===== src/shared/brc_pkg.sv =====
// Purpose: shared constants for the board reset and indicator control block
// Assumes: 100 MHz system clock, all pins synchronous to it
// Notes: times are kept in their own unit, cycle counts derived from them
package brc_pkg;
  // ----------------------------------------
  // clock and timing
  // ----------------------------------------
  localparam int unsigned CLK_MHZ = 100; // system clock rate
  localparam int unsigned WDOG_TIMEOUT_MS = 900; // least watchdog time-out
  localparam int unsigned RELAY_TIMEOUT_MS = 600; // relay monostable time-out
  // least time rounds up (exact here), ms * 1000 us * MHz
  localparam int unsigned WDOG_CYCLES = WDOG_TIMEOUT_MS * 1000 * CLK_MHZ;
  localparam int unsigned RELAY_CYCLES = RELAY_TIMEOUT_MS * 1000 * CLK_MHZ;
  localparam int unsigned WDOG_RST_CYCLES = 16; // length of a watchdog reset pulse
  // ----------------------------------------
  // indicator latch
  // ----------------------------------------
  localparam int unsigned LED_WIDTH = 8; // latch width
  localparam logic [7:0] LED_RESET = 8'hFF; // all indicators dark after reset
  // ----------------------------------------
  // processor pin numbers
  // ----------------------------------------
  localparam int unsigned PIN_PERIPH_RST = 8; // pci and switch reset release
  localparam int unsigned PIN_ERASE = 9; // erase button input
  localparam int unsigned PIN_RETRIGGER = 10; // watchdog retrigger
  localparam int unsigned PIN_TEL_RST = 13; // telephony reset
  localparam int unsigned PIN_COUNT = 16; // number of processor pins
endpackage


===== src/design/brc_monostable.sv =====
// Purpose: retriggerable time-out counter
// Assumes: retrig is a one-cycle pulse in clk_sys domain
// Notes: expired rises when no retrigger has been seen for TIMEOUT cycles
`timescale 1ns/100ps
module brc_monostable #(
  parameter int unsigned TIMEOUT = 1000 // cycles until expiry
) (
  input wire logic clk_sys,
  input wire logic rst_n,
  input wire logic clk_en,
  input wire logic arm, // counting allowed
  input wire logic retrig, // restart the period
  output logic expired // period ran out
);
  // ----------------------------------------
  // counter
  // ----------------------------------------
  localparam int unsigned CW = $clog2(TIMEOUT + 1);
  localparam logic [CW-1:0] LIMIT = CW'(TIMEOUT);
  logic [CW-1:0] cnt_r; // cycles since last retrigger

  // refused at elaboration: a one-cycle period cannot tell retrigger from expiry
  if (TIMEOUT < 2) begin : g_bad_timeout
    $error("brc_monostable: TIMEOUT must be at least 2");
  end

  // counter saturates at the limit so expiry stays until retriggered or disarmed
  always_ff @(posedge clk_sys or negedge rst_n) begin
    if (!rst_n) begin
      cnt_r <= '0;
    end else if (clk_en) begin
      if (!arm || retrig) begin
        cnt_r <= '0; // restart window
      end else if (cnt_r != LIMIT) begin
        cnt_r <= cnt_r + CW'(1);
      end
    end
  end

  assign expired = arm && (cnt_r == LIMIT);
endmodule


===== src/design/brc_board_ctrl.sv =====
// Purpose: board reset distribution, watchdog, relay, erase button, indicator latch
// Assumes: processor pins and expansion-bus strobes are synchronous to clk_sys
// Notes: indicator latch is write-only, its readback bus is held at zero
`timescale 1ns/100ps
// Function
// - eight-bit indicator latch, write only, no readback
// - stored zero lights indicator, one leaves dark
// - latch captures only with its chip select
// - power-on reset resets whole board
// - manual link resets board like power-on
// - peripherals held reset until pin 8 high output
// - watchdog acts only with enable link fitted
// - watchdog resets system without retrigger in 0.9s
// - erase button pulls pin 9 low when pressed
// - retrigger pin also feeds 600 ms relay monostable
module brc_board_ctrl
  import brc_pkg::*;
#(
  parameter int unsigned WDOG_TIMEOUT = WDOG_CYCLES, // watchdog time-out in cycles
  parameter int unsigned RELAY_TIMEOUT = RELAY_CYCLES, // relay time-out in cycles
  parameter int unsigned WDOG_PULSE = WDOG_RST_CYCLES // watchdog reset pulse length
) (
  input wire logic clk_sys,
  input wire logic rst_n, // power-on reset, supplies valid when high
  input wire logic clk_en,
  input wire logic manual_reset_link_n, // low while link shorted
  input wire logic watchdog_enable_link_n, // low while link fitted
  input wire logic erase_switch_n, // low while button pressed
  input wire logic [PIN_COUNT-1:0] gpio_out, // processor pin output levels
  input wire logic [PIN_COUNT-1:0] gpio_dir_out, // high where pin is an output
  input wire logic indicator_latch_select_n, // expansion-bus chip select
  input wire logic bus_wr_n, // expansion-bus write strobe
  input wire logic bus_rd_n, // expansion-bus read strobe
  input wire logic [7:0] bus_wdata, // expansion-bus write data
  output logic [7:0] bus_rdata, // read data, never the latch
  output logic [PIN_COUNT-1:0] gpio_in, // levels seen at processor inputs
  output logic [LED_WIDTH-1:0] led_n, // indicators, low lights
  output logic board_rst_n, // whole-board reset
  output logic periph_rst_n, // pci and switch reset
  output logic tel_rst_n, // telephony line interface reset
  output logic relay_hold // line-failover relay energised
);
  // ----------------------------------------
  // elaboration checks
  // ----------------------------------------
  // pulse counter is eight bits wide, so longer pulses are refused
  if (WDOG_PULSE < 1 || WDOG_PULSE > 255) begin : g_bad_pulse
    $error("brc_board_ctrl: WDOG_PULSE out of range");
  end
  if (LED_WIDTH != 8) begin : g_bad_latch
    $error("brc_board_ctrl: latch must be 8 bits");
  end

  // ----------------------------------------
  // board reset
  // ----------------------------------------
  logic man_sync1_r; // first stage, read only by second
  logic man_sync2_r; // synchronised manual link, high when shorted
  logic wdog_fire; // watchdog expiry
  logic [7:0] wdog_pulse_r; // remaining cycles of watchdog reset
  logic board_rst_r; // registered board reset, active high

  // manual link synchroniser, reset to the pressed state so board starts held
  always_ff @(posedge clk_sys or negedge rst_n) begin
    if (!rst_n) begin
      man_sync1_r <= 1'b1;
      man_sync2_r <= 1'b1;
    end else if (clk_en) begin
      man_sync1_r <= !manual_reset_link_n;
      man_sync2_r <= man_sync1_r;
    end
  end

  // watchdog reset stretch so the board sees a clean pulse
  always_ff @(posedge clk_sys or negedge rst_n) begin
    if (!rst_n) begin
      wdog_pulse_r <= 8'h00;
    end else if (clk_en) begin
      if (wdog_fire && wdog_pulse_r == 8'h00) begin
        wdog_pulse_r <= 8'(WDOG_PULSE);
      end else if (wdog_pulse_r != 8'h00) begin
        wdog_pulse_r <= wdog_pulse_r - 8'h01;
      end
    end
  end

  // power-on holds via async reset, manual link and watchdog join synchronously
  always_ff @(posedge clk_sys or negedge rst_n) begin
    if (!rst_n) begin
      board_rst_r <= 1'b1;
    end else if (clk_en) begin
      board_rst_r <= man_sync2_r || (wdog_pulse_r != 8'h00);
    end
  end

  assign board_rst_n = !board_rst_r;

  // ----------------------------------------
  // peripheral and telephony resets
  // ----------------------------------------
  logic periph_rst_r; // pci and switch reset, active high
  logic tel_rst_r; // telephony reset, active high

  // pin must be both an output and high, so a floating input keeps reset
  always_ff @(posedge clk_sys or negedge rst_n) begin
    if (!rst_n) begin
      periph_rst_r <= 1'b1;
    end else if (clk_en) begin
      periph_rst_r <= board_rst_r ||
        !(gpio_dir_out[PIN_PERIPH_RST] && gpio_out[PIN_PERIPH_RST]);
    end
  end

  // telephony reset follows pin 13 the same way; release timing is software's
  always_ff @(posedge clk_sys or negedge rst_n) begin
    if (!rst_n) begin
      tel_rst_r <= 1'b1;
    end else if (clk_en) begin
      tel_rst_r <= board_rst_r ||
        !(gpio_dir_out[PIN_TEL_RST] && gpio_out[PIN_TEL_RST]);
    end
  end

  assign periph_rst_n = !periph_rst_r;
  assign tel_rst_n = !tel_rst_r;

  // ----------------------------------------
  // watchdog and relay
  // ----------------------------------------
  logic retrig_last_r; // previous retrigger level
  logic retrig_edge; // either edge of retrigger pin
  logic wdog_arm; // watchdog enable link fitted and board out of reset
  logic relay_exp; // relay monostable expired

  // either edge counts, the processor toggles the pin
  always_ff @(posedge clk_sys or negedge rst_n) begin
    if (!rst_n) begin
      retrig_last_r <= 1'b0;
    end else if (clk_en) begin
      retrig_last_r <= gpio_out[PIN_RETRIGGER];
    end
  end

  assign retrig_edge = gpio_out[PIN_RETRIGGER] != retrig_last_r;
  // watchdog sleeps during its own reset pulse so it restarts cleanly
  assign wdog_arm = !watchdog_enable_link_n && !board_rst_r;

  brc_monostable #(
    .TIMEOUT(WDOG_TIMEOUT)
  ) u_wdog (
    .clk_sys(clk_sys),
    .rst_n(rst_n),
    .clk_en(clk_en),
    .arm(wdog_arm),
    .retrig(retrig_edge),
    .expired(wdog_fire)
  );

  // relay runs whatever the enable link says
  brc_monostable #(
    .TIMEOUT(RELAY_TIMEOUT)
  ) u_relay (
    .clk_sys(clk_sys),
    .rst_n(rst_n),
    .clk_en(clk_en),
    .arm(!board_rst_r),
    .retrig(retrig_edge),
    .expired(relay_exp)
  );

  // relay drops on expiry or board reset, failing the line over
  always_ff @(posedge clk_sys or negedge rst_n) begin
    if (!rst_n) begin
      relay_hold <= 1'b0;
    end else if (clk_en) begin
      relay_hold <= !board_rst_r && !relay_exp;
    end
  end

  // ----------------------------------------
  // erase button and pin inputs
  // ----------------------------------------
  // button passed raw: bounce filtering is processor software's job
  always_comb begin
    gpio_in = '0;
    gpio_in[PIN_ERASE] = erase_switch_n;
  end

  // ----------------------------------------
  // indicator latch
  // ----------------------------------------
  logic [LED_WIDTH-1:0] led_r; // stored latch bits

  // captures only on a write with its own chip select
  // any board reset darkens the latch, writes during it are lost
  always_ff @(posedge clk_sys or negedge rst_n) begin
    if (!rst_n) begin
      led_r <= LED_RESET;
    end else if (clk_en) begin
      if (board_rst_r) begin
        led_r <= LED_RESET;
      end else if (!indicator_latch_select_n && !bus_wr_n) begin
        led_r <= bus_wdata;
      end
    end
  end

  assign led_n = led_r;
  assign bus_rdata = 8'h00;
endmodule


===== config.mk =====
export PLATFORM = sky130hd
export DESIGN_NAME = brc_board_ctrl
export DESIGN_NICKNAME = d
export VERILOG_FILES = /design/src/shared/brc_pkg.sv /design/src/design/brc_monostable.sv /design/src/design/brc_board_ctrl.sv
export SDC_FILE = /design/constraint.sdc
export NUM_CORES = 1
export LEC_CHECK = 0
export BUFFER_PORTS_ARGS = -buffer_cell sky130_fd_sc_hd__buf_4
export CAP_MARGIN = 10
export CORE_MARGIN = 2
export CORE_UTILIZATION = 29
export CTS_CLUSTER_DIAMETER = 200
export DETAILED_ROUTE_END_ITERATION = 6
export PLACE_DENSITY = 0.55
export SLEW_MARGIN = 0
export SYNTH_ARGS = -nofsm -noshare
export SYNTH_HDL_FRONTEND = slang
export SYNTH_SLANG_ARGS = --single-unit

===== constraint.sdc =====
create_clock -name clk_sys -period 2.9 [get_ports clk_sys]
set_input_delay 0.435 -clock clk_sys [delete_from_list [all_inputs] [get_ports clk_sys]]
set_output_delay 0.435 -clock clk_sys [all_outputs]
set_load 0.005 [all_outputs]

---- After elaboration in Yosys (flattened, before gate mapping) ----
Index checks and enable logic that the tools add are counted.
word-level totals
  bits in registers ....................... 76
  input bits .............................. 49
  output and inout port bits .............. 36
  word-level logic and storage cells ...... 61
cells by class
  add/sub/neg operators ................... 3
  equality and inequality tests ........... 5
  multiplexer cells ....................... 8
  reductions and logical operators ........ 34
operators with widths
  operator                                          number
  2-to-1 mux 27 bit                                 2
  2-to-1 mux 26 bit                                 2
  2-to-1 mux 8 bit                                  4
  adder 27 x 1 -> 27 bit, second input constant     1
  == test 27 bit, second input constant             1
  != test 27 bit, second input constant             1
  adder 26 x 1 -> 26 bit, second input constant     1
  == test 26 bit, second input constant             1
  != test 26 bit, second input constant             1
  logical NOT 1 bit                                 11
  logical AND 1 bit                                 8
  logical NOT 8 bit                                 1
  AND reduction 2 bit                               4
  nonzero test 2 bit                                4
  nonzero test 8 bit                                1
  subtractor 8 x 1 -> 8 bit, second input constant  1
  logical OR 1 bit                                  5
  != test 1 bit                                     1

---- Logic depth before layout (Yosys ltp) ----
Gate-level depths: netlist of the first run.
  depth in word-level cells ............... 6
  gate-level depth with buffers ........... 8

---- By module ----
A second synthesis of the first run with hierarchy kept.
unflattened totals
  cells, all modules ...................... 501
  area total of the unflattened synthesis .. 4640.7 um^2
modules (own cells, without submodules)
  module                     instances  cells an instance  area each (um^2)
  brc_monostable at u_wdog   1          191                1709.1
  brc_monostable at u_relay  1          171                1594.0
  brc_board_ctrl             1          139                1337.5

---- Worst setup path after synthesis of the first run ----
No wires, ideal clock.
  kind .................................... reg-to-reg
  start ................................... register u_wdog.cnt_r[0]
  end ..................................... register u_wdog.cnt_r[2]
  library setup time ...................... 0.124 ns
  data arrival time ....................... 1.892 ns
  required time ........................... 2.776 ns
  setup slack ............................. 0.884 ns
  cell stages (with the launch flop) ...... 8
  buffers on the path ..................... 0
  cell sequence ........................... dfrtp_1 inv_1 ha_1 nand4_1 or4b_4 nor4_4 nor4_1 a211o_1
between the ends
  cells in the longest elaborated chain, start to end .. 3
  elaborated cells between the ends (all ways) .. 6
  classes of those cells .................. add/sub (1); eq/ne (1); mux (2); reduce/logical (2)
RTL lines
  element                                                   line                                        source
  from (decl)                                               brc_monostable.sv:20                        logic [CW-1:0] cnt_r;
  from (signal assigned)                                    brc_monostable.sv:35                        cnt_r <= cnt_r + CW'(1);
  adder 27 x 1 -> 27 bit or != test 27 bit (tied branches)  brc_monostable.sv:35, brc_monostable.sv:34
  2-to-1 mux 27 bit or nonzero test 2 bit (tied branches)   -
  2-to-1 mux 27 bit or AND reduction 2 bit (tied branches)  -
Several ways; a longest one is shown, not always the timed one. The select of a mux whose other input is x is not followed.
A chain may end at the register's enable or synchronous reset.

---- Worst setup path in the final report of the first run ----
  start ................................... register u_relay.cnt_r[0]
  end ..................................... register u_relay.cnt_r[18]
between the ends
  cells in the longest elaborated chain, start to end .. 3
  elaborated cells between the ends (all ways) .. 6
  classes of those cells .................. add/sub (1); eq/ne (1); mux (2); reduce/logical (2)
RTL lines
  element                                                   line
  from (decl)                                               brc_monostable.sv:20
  from (signal assigned)                                    brc_monostable.sv:35
  adder 26 x 1 -> 26 bit or != test 26 bit (tied branches)  brc_monostable.sv:35, brc_monostable.sv:34
  2-to-1 mux 26 bit or nonzero test 2 bit (tied branches)   -
  2-to-1 mux 26 bit or AND reduction 2 bit (tied branches)  -
Several ways; a longest one is shown, not always the timed one. The select of a mux whose other input is x is not followed.

==> metrics, run 1 <==
cell area after synthesis roughly 4500 sq um; Initial Util 0.296; worst hold-check path type input port to register; WS Path Type register to register; simple-gate share of the synthesized area 0.246; CTS max path bufs 2; met2 usage 0.230; Synth area leader dfrtp_1; critical path capture point type register; #FFs+latches synth 76; fmax 0.448 GHz; Final Hold Slack roughly 0.24 ns; Final TNS setup 0 ns; complex-gate fraction of the synthesized area 0.216; Hold Vio Cnt, Final 0; die area 16500 sq um; CTS resizes 0; synth unique cells 60; clk_lat worst skew approximately 0.34 ns; commonest non-fill, non-tap cell in the layout dfrtp_1; die width 128 um; largest net degree at the start of global routing 77; GPL Wtd Cong about 0.83; input/output buffers 31; routed vias/inst 5.45; buffer count from post-CTS setup fixing 0; Post-Synth XOR/XNOR Area 0.00391; via count 3953; max-slew violations 0; outcome finished clean; largest cells by area after synthesis dfrtp_1 (35%), dfstp_2 (7.6%), nand2_1 (4.2%); first-pass GRT wire length roughly 19 mm; Mapped Avg Cell Area 8.78 sq um; Post-synth ARST share 1.00; Total GRT Usage 0.143; Slew HR 0.332; Cell Area, Placed 4800 sq um; share of layout cells above drive strength 1 0.147; routing usage on met1 0.185; GR Overflow Total 0; Cells after Synth 511; H-tree depth 3; wire per inst roughly 15 um; max-cap viol count 0; CP Launch Type register; CTS clk-pin slew, worst paths 0.06 ns; Core Box Area 15100 sq um; TritonCTS Buffers 9; Most Crowded Layer GR met2; post-synthesis sequential area ratio 0.428; die height 128 um; Yosys top cell area share 0.352; DRT antenna net count 0; CP max stage delay 0.48 ns; Final setup viols 0; Worst EP required 3.13 ns; Period Utilization, post-route 0.769; WL final 11.1 mm; I/O pin count 85; RSZ-0062 raised after global routing false; Rows 45; First DRT Iteration DRCs 275; antenna cell count 0; largest family of logic cells by synthesized area simple AND/OR/NAND/NOR gates; DP Wirelength 7.50 mm; Synth warnings 0; Synth Flop Type dfrtp_1; CP max FO 25; root buffer cell clkbuf_16; slowest cell on the critical path o211a_2; Post-synth EDFFs 0; routing usage on met3 0.0358; DRC viols 0; post-synthesis adder-cell area fraction 0.0167; clock sinks 76; DRT Pass-1 Iters 5; antenna violations before repair 0; fin nets 587; number of global-route vias before repair 3798; Pwr Total 2.64 mW; minimum clock period 2.23 ns; CTS tree built; pwr dens 519 nW/um^2; worst vdd ir between 200 and 300 uV; post-synthesis mux area share 0.0120; WP data arrival 2.46 ns; hold buffers post-CTS 0; post-route cell area approximately 5000 sq um; # fillers 1553; CP Cell Sequence inv_1, ha_1, nor4bb_1, nand3b_1, o211a_2, a41o_1, o21a_1; Worst Tran Pin Value 1.00 ns; static leakage about 2.0 nW; Layout Skew 0.00671 ns; most frequent cells in the layout dfrtp_1 (63), nand2_1 (50), buf_4 (36); synth-to-layout area growth 13.3%
through the flow:
| stage | utilization | cells | setup WS (ns) |
|---|---|---|---|
| 2_1_floorplan | - | 533 | 0.884 |
| 3_3_place_gp | 0.317 | 709 | 0.701 |
| 3_5_place_dp | 0.317 | 709 | 0.673 |
| 4_1_cts | 0.335 | 725 | 0.659 |
| 5_1_grt | 0.335 | 725 | 0.505 |
| 6_report | 0.335 | 725 | 0.669 |
sequential cells by signal, indices dropped and copies added (netlist names):
| signal | cells |
|---|---|
| board_rst_r | 1 |
| wdog_pulse_r | 8 |
| led_n | 8 |
| man_sync2_r | 1 |
| retrig_last_r | 1 |
| tel_rst_r | 1 |
| man_sync1_r | 1 |
| periph_rst_r | 1 |
| relay_hold | 1 |
| u_wdog.cnt_r | 27 |
| u_relay.cnt_r | 26 |
synthesized netlist by cell type (all sizes together) (8+ instances only):
library cell / n
a31oi: 24
clkbuf: 13
dfstp: 13
nand4: 20
o21ai: 44
a21oi: 30
nor4: 8
inv: 18
buf: 35
dfrtp: 63
nor2: 35
o22ai: 10
nand3: 27
nand2: 50
nor3: 15
o31ai: 14
final cells by class:
cell class	instances	area [sq um]	area share
tap	188	235	0.0463
clock inverter	2	10.0	0.00197
clock buffer	14	274	0.0539
sequential	76	1920	0.378
multi-input combinational	391	2300	0.454
timing repair buffer	36	270	0.0532
inverter	18	67.6	0.0133
routing by layer:
layer	vias to the layer above	routed length, um
li1	1911	-
met1	1946	5230
met2	86	5400
met3	10	399
met4	0	121
met5	-	0
worst max-delay path, delay by kind of cell (launching register included):
family | cells | cell delay, ns
AOI/OAI and AO/OA | 3 | 0.88
and+or+nand+nor | 2 | 0.57
DFF | 1 | 0.44
adders and majority gates | 1 | 0.14
buffers and inverters | 1 | 0.08
final timing paths:
check                                    startpoint  cells after the start                 to  slack (ns)
worst max-delay path               u_relay.cnt_r[0]                      7  u_relay.cnt_r[18]        0.67
worst min-delay path            manual_reset_link_n                      2        man_sync1_r        0.24
worst max register to register     u_relay.cnt_r[0]                      7  u_relay.cnt_r[18]        0.67
worst min register to register             led_n[3]                      2           led_n[3]        0.50
max in group asynchronous                     rst_n                      1    wdog_pulse_r[2]        2.00
min in group asynchronous                     rst_n                      1  u_relay.cnt_r[20]        0.25
cells by family after synthesis:
logic type	count (synthesis)
flip-flops	76
AO/OA/AOI/OAI	153
XOR/XNOR	2
multiplexers	5
other	1
AND/OR/NAND/NOR	202
buffers and inverters	66
adder cells (fa/ha/maj)	6
report_power, final:
part	switching (mW)	internal, mW	total [mW]
registers	0.0770	1.15	1.22
clock network	0.425	0.647	1.07
logic	0.207	0.135	0.342
total	0.708	1.93	2.64
Power figures use the tool's default switching activity.
==> inputs of run 2 (changes only) <==
- clock period: 2.9 -> 2.19 ns (I/O delays scaled with it)
==> metrics, run 2 (synthesized netlist as in run 1, its figures left out) <==
outcome finished clean; largest net degree at the start of global routing 37 (-52%); CP top delay family simple AND/OR/NAND/NOR gates; antenna cell count 0 (unchanged); Worst EP required 2.44 ns (-0.69 ns); DRC viols 0 (unchanged); Hold Vio Cnt, Final 0 (unchanged); WP data arrival 2.25 ns (-0.21 ns); CP max stage delay 0.50 ns (+0.02 ns); Rows 45 (unchanged); antenna violations before repair 0 (unchanged); CTS tree built; # fillers 1509 (-2.8%); Final WS setup 0.189 ns (-0.480 ns); die area 16500 sq um (unchanged); routed vias/inst 5.43 (-0.34%); commonest non-fill, non-tap cell in the layout buf_4; WS Path Type register to register; worst hold-check path type input port to register; Cell Area, Placed 5080 sq um (+5.9%); most flop-heavy register u_wdog.cnt_r; wire per inst 15.2 um (-0.85%); clock sinks 76 (unchanged); Core Box Area 15100 sq um (unchanged); die height 128 um (unchanged); GPL Wtd Cong 0.852 (+3.0%); H-tree depth 3 (unchanged); max-slew violations 0 (unchanged); synth-to-layout area growth 21.2%; CTS max path bufs 2 (unchanged); Final setup viols 0 (unchanged); Regs by FF count u_wdog.cnt_r: 27 flops, u_relay.cnt_r: 26 flops; worst vdd ir 493 uV (+83%); Worst Tran Pin Value 0.522 ns (-0.479 ns); final core occ 0.359 (+0.0235); First DRT Iteration DRCs 336 (+22%); fmax 0.500 GHz (+11%); setup slack at placement 0.0665 ns (-0.607 ns); GR Overflow Total 0 (unchanged); WL final 11.6 mm (+4.4%); most frequent cells in the layout buf_4 (72), dfrtp_1 (63), nand2_1 (50); CP max FO 7 (-72%); RSZ-0062 raised after global routing false; CP most frequent cell buf_4; DP Wirelength 8.10 mm (+8.0%); DRT Pass-1 Iters 5 (unchanged); I/O pin count 85 (unchanged); CP Cell Sequence inv_1, ha_1, nor4bb_2, nand3b_1, buf_4, o211ai_2, buf_4, or4_1, o211ai_1; post-route cell area 5440 sq um (+7.0%); TritonCTS Buffers 9 (unchanged); Total GRT Usage 0.145 (+0.00227); static leakage 2.24 nW (+10%); fin nets 625 (+6.5%); Worst Path Buf+Inv 3 (+2); CP Launch Type register; DRT antenna net count 0 (unchanged); input/output buffers 31 (unchanged); pwr dens 684 nW/um^2 (+32%); max-cap viol count 0 (unchanged); Initial Util 0.296 (unchanged); via count 4146 (+4.9%); Period Utilization, post-route 0.914 (+0.145); critical path capture point type register; minimum clock period 2.00 ns (-0.230 ns); slowest cell on the critical path or4_1; root buffer cell clkbuf_16; die width 128 um (unchanged); Final TNS setup 0 ns (unchanged); Slew HR 0.649 (+0.317); clk_lat worst skew 0.34 ns (about the same); first-pass GRT wire length 19.3 mm (+3.0%); max reg flops 27 (unchanged); share of layout cells above drive strength 1 0.207 (+0.0598); Layout Skew 0.00754 ns (+0.000835 ns); number of global-route vias before repair 3871 (+1.9%); CTS clk-pin slew, worst paths 0.06 ns (about the same)
-- run 2: per-layer routing --
metal,wire length (um),track usage
met5,0,0
met4,152,0.0517
met3,362,0.0274
met2,5780,0.241
met1,5340,0.189
-- run 2: worst paths after layout --
path | start | to | slack [ns] | cells after the start
worst max-delay path | u_relay.cnt_r[1] | u_relay.cnt_r[15] | 0.19 | 9
worst min-delay path | manual_reset_link_n | man_sync1_r | 0.16 | 2
worst max register to register | u_relay.cnt_r[1] | u_relay.cnt_r[15] | 0.19 | 9
worst min register to register | wdog_pulse_r[6] | wdog_pulse_r[6] | 0.49 | 1
max in group asynchronous | rst_n | led_n[3] | 1.05 | 3
min in group asynchronous | rst_n | u_relay.cnt_r[5] | 0.51 | 2
-- run 2: layout make-up --
| type | instances | area, sq um | area share |
|---|---|---|---|
| multi-input combinational | 391 | 2320 | 0.426 |
| sequential | 76 | 1920 | 0.353 |
| timing repair buffer | 74 | 571 | 0.105 |
| clock buffer | 10 | 239 | 0.0440 |
| tap | 188 | 235 | 0.0433 |
| clock inverter | 6 | 87.6 | 0.0161 |
| inverter | 18 | 67.6 | 0.0124 |
-- run 2: what timing repair did --
| item | in CTS | in global routing |
|---|---|---|
| hold buffers | 1 | 0 |
| endpoints found under the hold margin | 28 | 0 |
| endpoints found under the setup margin | 0 | 9 |
| gates resized for setup | 0 | 2 |
| buffers inserted | 0 | 1 |
-- run 2: power breakdown --
group          leakage (nW)  total (mW)  internal [mW]  switching [mW]
clock network         0.151        1.62           1.03           0.598
registers             0.997        1.61           1.52          0.0964
logic                  1.09       0.481          0.202           0.279
-- run 2: worst register-to-register path: cells and delay by family (launching register included) --
kind	cells	cell delay [ns]
compound gates	2	0.20
flops	1	0.35
simple gates	3	0.81
buf+inv	3	0.38
fa+ha+maj	1	0.18
-- run 2: stage by stage --
| stage | power, mW | hold WS (ns) | std cells |
|---|---|---|---|
| finish | 3.72 | 0.161 | 763 |
| floorplan | 1.94 | 0.0329 | 533 |
| CTS | 3.76 | 0.156 | 762 |
| global placement | 2.10 | 0.346 | 745 |
| detailed placement | 2.11 | 0.350 | 745 |
| global route | 3.89 | 0.174 | 763 |
==> inputs of run 3 (changes only) <==
- BUFFER_PORTS_ARGS: -buffer_cell sky130_fd_sc_hd__buf_4 -> default
- DONT_BUFFER_PORTS: default -> 1
- PLACE_DENSITY: 0.55 -> 0.51
==> metrics, run 3 (synthesized netlist as in run 1, its figures left out) <==
outcome finished clean; CTS max path bufs 2 (unchanged); WP data arrival 2.27 ns (+0.02 ns); most frequent cells in the layout dfrtp_1 (63), nand2_1 (50), buf_4 (40); fin nets 593 (-5.1%); CTS clk-pin slew, worst paths 0.06 ns (about the same); Initial Util 0.296 (unchanged); worst vdd ir 328 uV (-33%); CP max FO 25 (+18); wire per inst 15.7 um (+2.8%); WL final 11.5 mm (-1.5%); input/output buffers 0 (-100%); WS Path Type register to register; clk_lat worst skew 0.34 ns (about the same); Slew HR 0.616 (-0.0328); Layout Skew 0.00855 ns (+0.00100 ns); synth-to-layout area growth 15.2%; DRC viols 0 (unchanged); I/O pin count 85 (unchanged); buffer count from post-CTS setup fixing 0 (unchanged); GPL Wtd Cong 0.836 (-1.9%); commonest non-fill, non-tap cell in the layout dfrtp_1; critical path capture point type register; Total GRT Usage 0.145 (about the same); root buffer cell clkbuf_16; largest net degree at the start of global routing 77 (+110%); worst hold-check path type input port to register; Period Utilization, post-route 0.929 (+0.0146); GR Overflow Total 0 (unchanged); CP Launch Type register; placed insts 713 (-4.3%); most flop-heavy register u_wdog.cnt_r; Final setup viols 0 (unchanged); DRT antenna net count 0 (unchanged); First DRT Iteration DRCs 483 (+44%); Pwr Total 3.44 mW (-7.6%); RSZ-0062 raised after global routing true; via count 3962 (-4.4%); max-cap viol count 0 (unchanged); # fillers 1562 (+3.5%); TritonCTS Buffers 9 (unchanged); clock sinks 76 (unchanged); DP Wirelength 7.72 mm (-4.7%); static leakage 2.08 nW (-7.3%); Hold Vio Cnt, Final 0 (unchanged); antenna cell count 0 (unchanged); DRT Pass-1 Iters 5 (unchanged); routed vias/inst 5.42 (-0.25%); minimum clock period 2.03 ns (+0.0320 ns); Worst Tran Pin Value 0.571 ns (+0.0488 ns); pwr dens 666 nW/um^2 (-2.7%); die width 128 um (unchanged); Rows 45 (unchanged); share of layout cells above drive strength 1 0.160 (-0.0467); antenna violations before repair 0 (unchanged); die height 128 um (unchanged); fmax 0.492 GHz (-1.6%); number of global-route vias before repair 3732 (-3.6%); CTS tree built; max-slew violations 0 (unchanged); die area 16500 sq um (unchanged); Core Box Area 15100 sq um (unchanged); first-pass GRT wire length 19.1 mm (-0.82%); max reg flops 27 (unchanged); post-route insts no fill 731 (-4.2%); Worst EP required 2.43 ns (about the same); H-tree depth 3 (unchanged); Regs by FF count u_wdog.cnt_r: 27 flops, u_relay.cnt_r: 26 flops
==> run 3: cell count changes in the layout (fill, tap and decap cells not counted) <==
cell / change
buf_4: -32
bufinv_16: -2
clkinv_2: +2
buf_12: -1
buf_16: +1
clkinvlp_4: -1
inv_6: +1
o211ai_2: -1
o211ai_4: +1
==> run 3: layout make-up <==
| class | instances | area (sq um) | share of cell area |
|---|---|---|---|
| Clock buffer | 10 | 239 | 0.0463 |
| Clock inverter | 6 | 38.8 | 0.00751 |
| Inverter | 18 | 67.6 | 0.0131 |
| Multi-Input combinational cell | 391 | 2330 | 0.451 |
| Sequential cell | 76 | 1920 | 0.371 |
| Tap cell | 188 | 235 | 0.0456 |
| Timing Repair Buffer | 42 | 338 | 0.0654 |
==> run 3: through the flow <==
step                area, sq um  hold WS (ns)  worst slack, ns  utilization  setup TNS, ns
finish                     5160        0.0604            0.157        0.341              0
global placement           4830        0.0400            0.101        0.319              0
global route               5160        0.0531         -0.00204        0.341       -0.00204
CTS                        5140        0.0517           0.0764        0.339              0
detailed placement         4830        0.0401           0.0832        0.319              0
floorplan                  4570        0.0329            0.174            -              0
==> run 3: worst paths after layout <==
check	from	end	slack (ns)	cells after the start
max in group asynchronous	rst_n	led_n[7]	1.27	2
setup / recovery	u_relay.cnt_r[14]	u_relay.cnt_r[18]	0.16	6
setup reg to reg	u_relay.cnt_r[14]	u_relay.cnt_r[18]	0.16	6
min in group asynchronous	rst_n	u_relay.cnt_r[10]	0.55	2
hold / removal	manual_reset_link_n	man_sync1_r	0.06	1
hold reg to reg	man_sync1_r	man_sync1_r	0.49	2
==> run 3: what timing repair did <==
item                                   CTS  global route
gates resized for setup                  0             3
endpoints found under the hold margin   76             0
setup endpoints to repair                0             8
hold buffers                             2             0
==> run 3: worst max-delay path: stages (launching register included) <==
cell and delay, ns:
dfrtp_1 0.38, nor4b_1 0.43, buf_4 0.19, nand3b_1 0.17, o211a_4 0.40, a41o_1 0.26
o21a_1 0.09
==> run 3: power breakdown <==
group	internal, mW	leakage (nW)	total (mW)	switching, mW
clock	0.796	0.135	1.42	0.622
sequential	1.52	0.997	1.62	0.0997
combinational	0.156	0.945	0.401	0.245
total	2.47	2.08	3.44	0.967
==> run 3: per-layer routing <==
layer,global-route usage,up-vias,routed length [um]
met3,0.0220,10,351
li1,-,1934,-
met4,0.0569,0,171
met1,0.196,1941,5440
met2,0.234,77,5500
met5,0,-,0
